`src/eag_consts.vh`:
```
// Constants for the effective address generator
`ifndef EAG_CONSTS_VH
`define EAG_CONSTS_VH
`define EAG_XLEN 32
`define EAG_INSN_BYTES 32'h00000004
`define EAG_REG_CNT 32
`define EAG_RF_W 5
`define EAG_IMM_W 16
`define EAG_RESET_PC 32'h00000000
// Instruction field positions
`define EAG_BASE_HI 20
`define EAG_BASE_LO 16
`define EAG_INDEX_HI 15
`define EAG_INDEX_LO 11
`define EAG_IMM_HI 15
`define EAG_IMM_LO 0
// Access kinds
`define EAG_KIND_NONE 3'h0
`define EAG_KIND_INT_LD 3'h1
`define EAG_KIND_INT_ST 3'h2
`define EAG_KIND_FP_LD 3'h3
`define EAG_KIND_FP_ST 3'h4
`define EAG_KIND_BRANCH 3'h5
`define EAG_KIND_ALU 3'h6
// Operand sizes in bytes
`define EAG_SIZE_BYTE 4'h1
`define EAG_SIZE_HALF 4'h2
`define EAG_SIZE_WORD 4'h4
`define EAG_SIZE_DWORD 4'h8
`endif

```
`src/eag_effective_address_generator.v`:
```
// Effective address generation datapath with sequential fetch address
`timescale 1ns/1ps
`include "eag_consts.vh"

// ------------------------------------------------------------------
// Contract
// - Each decoded instruction is one 32-bit word with fixed field positions.
// - Fetch addresses stay word aligned and advance by four bytes.
// - Immediate mode: base, or zero for register 0, plus displacement.
// - Indexed mode: base, or zero for register 0, plus index register.
// - A 32-bit address is produced for accesses, branches and fetch.
// - Aligned access address is computed and registered in one cycle.
// - Bytes of an operand past the top address continue from zero.
// - Address sums are unsigned 32-bit; the carry out is dropped.
// - Arithmetic and logical instructions never issue a memory write.
// - Integer transfers are byte, half or word to 32 general registers.
// - Float transfers are single or double word to 32 float registers.
// ------------------------------------------------------------------
module eag_effective_address_generator (
  input wire clk_i,
  input wire sys_rst_i,
  input wire insn_valid_i,
  input wire [31:0] insn_word_i,
  input wire [2:0] access_kind_i,
  input wire [3:0] access_size_i,
  input wire index_mode_i,
  input wire [31:0] base_value_i,
  input wire [31:0] index_value_i,
  input wire [4:0] data_reg_i,
  input wire fetch_advance_i,
  input wire redirect_i,
  output reg [31:0] fetch_addr_o,
  output reg [4:0] base_register_field_o,
  output reg [4:0] index_register_field_o,
  output reg ea_valid_o,
  output reg [31:0] ea_o,
  output reg [31:0] ea_last_o,
  output reg ea_wraps_o,
  output reg [3:0] ea_size_o,
  output reg mem_read_o,
  output reg mem_write_o,
  output reg fp_file_o,
  output reg [4:0] data_reg_o,
  output reg branch_taken_o,
  output reg misaligned_o,
  output reg bad_size_o
);

  // ----------------------------------------------------------------
  // Field decode
  // ----------------------------------------------------------------
  wire [`EAG_RF_W-1:0] base_field;
  wire [`EAG_RF_W-1:0] index_field;
  wire [`EAG_XLEN-1:0] disp_ext;
  wire [`EAG_XLEN-1:0] base_eff;
  wire [`EAG_XLEN-1:0] addend;
  wire [`EAG_XLEN-1:0] ea_sum;
  wire [`EAG_XLEN:0] last_full;
  wire [`EAG_XLEN-1:0] last_sum;
  wire is_int;
  wire is_fp;
  wire is_mem;
  wire size_ok;
  wire align_ok;

  // Fields sit at fixed positions so they can be sliced before full decode
  assign base_field = insn_word_i[`EAG_BASE_HI:`EAG_BASE_LO];
  assign index_field = insn_word_i[`EAG_INDEX_HI:`EAG_INDEX_LO];
  assign disp_ext = {{(`EAG_XLEN-`EAG_IMM_W){insn_word_i[`EAG_IMM_HI]}},
                     insn_word_i[`EAG_IMM_HI:`EAG_IMM_LO]};

  // Register 0 in the base slot means literal zero, not the register
  assign base_eff = (base_field == 5'h00) ? 32'h00000000 : base_value_i;
  assign addend = index_mode_i ? index_value_i : disp_ext;
  // Plain 32-bit add; the carry out is simply not kept
  assign ea_sum = base_eff + addend;

  // Last byte of the operand; wrap past the top continues at zero
  assign last_full = {1'b0, ea_sum} + {29'h00000000, access_size_i} - 33'h000000001;
  assign last_sum = last_full[`EAG_XLEN-1:0];

  assign is_int = (access_kind_i == `EAG_KIND_INT_LD) || (access_kind_i == `EAG_KIND_INT_ST);
  assign is_fp = (access_kind_i == `EAG_KIND_FP_LD) || (access_kind_i == `EAG_KIND_FP_ST);
  assign is_mem = is_int || is_fp;

  // Integer: byte/half/word; float: single/double word
  assign size_ok = is_int ? ((access_size_i == `EAG_SIZE_BYTE) ||
                             (access_size_i == `EAG_SIZE_HALF) ||
                             (access_size_i == `EAG_SIZE_WORD)) :
                   is_fp ? ((access_size_i == `EAG_SIZE_WORD) ||
                            (access_size_i == `EAG_SIZE_DWORD)) :
                   1'b1;

  // Natural alignment; misaligned accesses are only flagged, extra cycles are
  // left to the load-store unit
  assign align_ok = ((access_size_i == `EAG_SIZE_HALF) && (ea_sum[0] != 1'b0)) ? 1'b0 :
                    ((access_size_i == `EAG_SIZE_WORD) && (ea_sum[1:0] != 2'h0)) ? 1'b0 :
                    ((access_size_i == `EAG_SIZE_DWORD) && (ea_sum[2:0] != 3'h0)) ? 1'b0 :
                    1'b1;

  // ----------------------------------------------------------------
  // Address registers
  // ----------------------------------------------------------------
  always @(posedge clk_i or posedge sys_rst_i) begin
    if (sys_rst_i) begin
      fetch_addr_o <= `EAG_RESET_PC;
      base_register_field_o <= 5'h00;
      index_register_field_o <= 5'h00;
      ea_valid_o <= 1'b0;
      ea_o <= 32'h00000000;
      ea_last_o <= 32'h00000000;
      ea_wraps_o <= 1'b0;
      ea_size_o <= 4'h0;
      mem_read_o <= 1'b0;
      mem_write_o <= 1'b0;
      fp_file_o <= 1'b0;
      data_reg_o <= 5'h00;
      branch_taken_o <= 1'b0;
      misaligned_o <= 1'b0;
      bad_size_o <= 1'b0;
    end else begin
      // Redirect wins over sequential advance; low bits forced clear
      if (insn_valid_i && (access_kind_i == `EAG_KIND_BRANCH) && redirect_i) begin
        fetch_addr_o <= {ea_sum[31:2], 2'h0};
      end else if (fetch_advance_i) begin
        fetch_addr_o <= fetch_addr_o + `EAG_INSN_BYTES;
      end
      base_register_field_o <= base_field;
      index_register_field_o <= index_field;
      // Result registered the cycle after the operands arrive
      ea_valid_o <= insn_valid_i && (is_mem || (access_kind_i == `EAG_KIND_BRANCH));
      ea_o <= ea_sum;
      ea_last_o <= last_sum;
      ea_wraps_o <= insn_valid_i && is_mem && last_full[`EAG_XLEN];
      ea_size_o <= is_mem ? access_size_i : 4'h0;
      mem_read_o <= insn_valid_i && size_ok &&
                    ((access_kind_i == `EAG_KIND_INT_LD) || (access_kind_i == `EAG_KIND_FP_LD));
      // Only store kinds may write; ALU kind never reaches memory
      mem_write_o <= insn_valid_i && size_ok &&
                     ((access_kind_i == `EAG_KIND_INT_ST) || (access_kind_i == `EAG_KIND_FP_ST));
      fp_file_o <= insn_valid_i && is_fp;
      data_reg_o <= data_reg_i;
      branch_taken_o <= insn_valid_i && (access_kind_i == `EAG_KIND_BRANCH) && redirect_i;
      misaligned_o <= insn_valid_i && is_mem && !align_ok;
      bad_size_o <= insn_valid_i && is_mem && !size_ok;
    end
  end

endmodule // eag_effective_address_generator

```
`config.mk`:
```
export PLATFORM = sky130hd
export DESIGN_NAME = eag_effective_address_generator
export DESIGN_NICKNAME = d
export VERILOG_FILES = /design/src/eag_effective_address_generator.v
export VERILOG_INCLUDE_DIRS = /design/src
export SDC_FILE = /design/constraint.sdc
export NUM_CORES = 1
export LEC_CHECK = 0
export CAP_MARGIN = 0
export CELL_PAD_IN_SITES_DETAIL_PLACEMENT = 0
export CELL_PAD_IN_SITES_GLOBAL_PLACEMENT = 1
export CORE_AREA = 2 2 141 143
export CTS_BUF_LIST = sky130_fd_sc_hd__clkbuf_16
export DETAILED_ROUTE_END_ITERATION = 8
export DIE_AREA = 0 0 143 145
export DONT_BUFFER_PORTS = 1
export PLACE_DENSITY_LB_ADDON = 0.15
export RECOVER_POWER = 50
export SYNTH_ARGS = -nofsm -noshare
export SYNTH_HDL_FRONTEND = slang
export SYNTH_SLANG_ARGS = --single-unit
```
`constraint.sdc`:
```
create_clock -name clk_i -period 3.39 [get_ports clk_i]
set_clock_uncertainty 0.1 [all_clocks]
set_input_delay 0 -clock clk_i [delete_from_list [all_inputs] [get_ports clk_i]]
set_output_delay 0 -clock clk_i [all_outputs]
set_load 0.02 [all_outputs]
```
==> run metrics <==
final hold violation count 0; top cell type by total area after synthesis dfrtp_1; FMAX between 200 and 250 MHz; Via Count 7694; Min Clock Period, post-route 4760 ps; Routed Antenna Nets 0; max cap viols 1; initial antenna violation count 2; Slowest cell on crit path or4_4; Cell variety after synth between 70 and 80; measured slew at the worst slew-check pin 1730 ps; DRC viols 0; Clock Tree Buf Depth 2; sequential area share after synthesis between 30% and 40%; ys async rst share 100.0%; Placer Congestion 0.9103; Crit. End Element flop; Post-Layout Cell Count 1471; I/O Pins 237; Tcrit/Tclk final 140.4%; effective utilization at floorplan 42.46%; Worst setup SP type input port; GRT Residual Overflow 0; outcome finished, violations left; crit path DAT 4950 ps; Slew Viols, Final 32; later-pin clock latency in the skew report 420 ps; Total Wirelength 27260 um; data required time of the worst path 3580 ps; pwr/cell area 801.0 nW/um^2; cts bufs inserted 17; Avg WL per Cell about 19 um; number of flops mapped to enable cells by yosys 0; Worst path top cell family by delay simple AND/OR/NAND/NOR gates; Post-Route Hold Slack 18.91 ps; crit path kind in2reg; DP Wirelength 20340 um; Psw 0.003941 W; Yosys Warn Count 0; Mapped Cells 903; share of layout cells above drive strength 1 about 38%; Detailed Route Iter0 Violations 315; P_int 0.005865 W; failing checks capacitance limit, slew limit, setup timing; top-count cell post-synth dfrtp_1; switching share of power between 40% and 50%; root buf cell clkbuf_16; relative slew slack -15.35%; Clk pin slew, worst setup/hold paths 60 ps; Finish-stage setup viols 31; via/cell ratio 5.230; logic gate share of total power 50.7%; VDD IR-drop max 0.3655 mV; DIE AREA between 20000 and 25000 um^2; register share of total power between 20 and 30%; Setup WS post-layout -1370 ps; CP max FO 7; register bit total from synthesis 121; largest net degree at the start of global routing roughly 90; mapped cell area 8155 um^2; area grow syn2layout 50.11%; crit-path max cell delay 530 ps; Setup TNS -20640 ps; Hold Path Class in2reg; number of global-route vias before repair 7981; leakage slightly below 6 nW; CTS tree yes; pre-CTS WS -1927 ps; placed cell areas 10240 um^2; clk sinks 121; DR pass1 iterations 5; Buffers on Ports 0; Top FF cell, synth dfrtp_1; final net count 1371; first-pass GRT wire length 41920 um; area fraction of the dominant cell type after synthesis 37.13%; CTS H-tree lvls 4; Worst Path Buf+Inv 4; Core Box Area approximately 19000 um^2; part of the power in the clock network 20.6%; leading post-synthesis cells by cell area dfrtp_1 37%, ha_1 9.7%, xnor2_1 5.5%; RSZ-0062 raised after global routing true; Mean Syn Cell Area 9.031 um^2; die span in x ~140 um; GRT Util Overall 25.81%; DIE HEIGHT 145 um; top cells by instance count after synthesis 121 x dfrtp_1, 118 x nand2_1, 63 x ha_1; fin area between 10000 and 15000 um^2; row cnt 51; placed insts 1366
-- repair_timing --
action,in CTS,in global routing
resized for setup,72,83
gates cloned,0,0
hold endpoints to repair,155,0
setup buffers,24,25
hold buffers,33,0
pin swaps,40,42
endpoints found under the setup margin,39,38
-- cell usage in the layout (no fill, tap or decap), types with 11 or more instances in the layout --
cell type	netlist	layout
a21o_1	27	27
a21oi_1	51	35
a21oi_2	3	13
and2_1	11	11
buf_4	2	242
buf_6	2	24
clkbuf_16	0	17
dfrtp_1	121	121
dlygate4sd3_1	0	32
ha_1	63	48
ha_4	0	12
inv_1	57	50
mux2_2	15	15
nand2_1	118	113
nand3_1	15	13
nand4_1	12	12
nor2_1	52	44
nor2b_1	41	37
o21ai_0	54	40
o21ai_2	2	13
xnor2_1	51	39
xor2_1	30	25
-- sequential cells by signal (all words and copies together), names as in the netlist --
register,flops
ea_wraps_o,1
base_register_field_o,5
misaligned_o,1
fetch_addr_o,30
branch_taken_o,1
ea_o,32
fp_file_o,1
ea_valid_o,1
mem_read_o,1
index_register_field_o,5
bad_size_o,1
ea_size_o,4
ea_last_o,32
mem_write_o,1
data_reg_o,5
-- metrics by stage --
stage | utilization [%] | total power, W
finish | 63.74 | 0.009806
floorplan | - | 0.005048
global placement | 53.30 | 0.006736
CTS | 61.21 | 0.009373
global route | 63.74 | 0.01038
detailed placement | 53.30 | 0.006808
-- path summary, 6_finish.rpt --
| check | start | to | cells after the start | slack, ps |
|---|---|---|---|---|
| worst max-delay path | insn_word_i[17] | ea_last_o[29] | 26 | -1370 |
| worst min-delay path | access_size_i[2] | ea_last_o[2] | 4 | 20 |
| worst max register to register | fetch_addr_o[12] | fetch_addr_o[31] | 10 | 490 |
| worst min register to register | fetch_addr_o[31] | fetch_addr_o[31] | 3 | 660 |
| max in group asynchronous | sys_rst_i | ea_last_o[23] | 4 | 950 |
| min in group asynchronous | sys_rst_i | fetch_addr_o[29] | 4 | 690 |
-- layout make-up --
| class | instances | area (um^2) |
|---|---|---|
| tap | 265 | 331.6 |
| clock buffer | 17 | 425.4 |
| timing repair buffer | 302 | 2471 |
| sequential | 121 | 3028 |
| fill | 1592 | 6965 |
| clock inverter | 15 | 224.0 |
| multi-input combinational | 690 | 5530 |
| inverter | 60 | 229.0 |
| antenna | 1 | 2.502 |
-- cell families after synthesis --
group | count (synthesis) | share of synthesized area (%)
muxes | 17 | 2.317
other | 1 | 0.04598
DFF | 121 | 37.13
and+or+nand+nor | 300 | 17.97
AOI/OAI and AO/OA | 222 | 18.29
xor gates and xnor gates | 84 | 9.435
buffers and inverters | 93 | 4.664
adders and majority gates | 65 | 10.16
-- power groups by stage --
stage / combinational [W] / sequential, W / clock (W)
finish: 0.00497 / 0.00281 / 0.00202
global route: 0.00538 / 0.00286 / 0.00214
CTS: 0.00450 / 0.00282 / 0.00205
detailed placement: 0.00396 / 0.00284 / 0
global placement: 0.00389 / 0.00284 / 0
floorplan: 0.00234 / 0.00271 / 0
-- worst min-delay path, delay by kind of cell --
kind | cells | cell delay [ps]
buffers and inverters | 2 | 100
adder cells (fa/ha/maj) | 2 | 400
-- layer usage --
metal / GRT usage [%] / part of all wire [%] / vias to the layer above
met1: 31.45 / 42 / 3716
met4: 7.030 / 2.3 / 2
met5: 0 / 0.048 / -
met3: 5.116 / 4.9 / 46
met2: 45.91 / 51 / 230
li1: - / - / 3700
No activity file was read; power rests on OpenSTA's default activity.
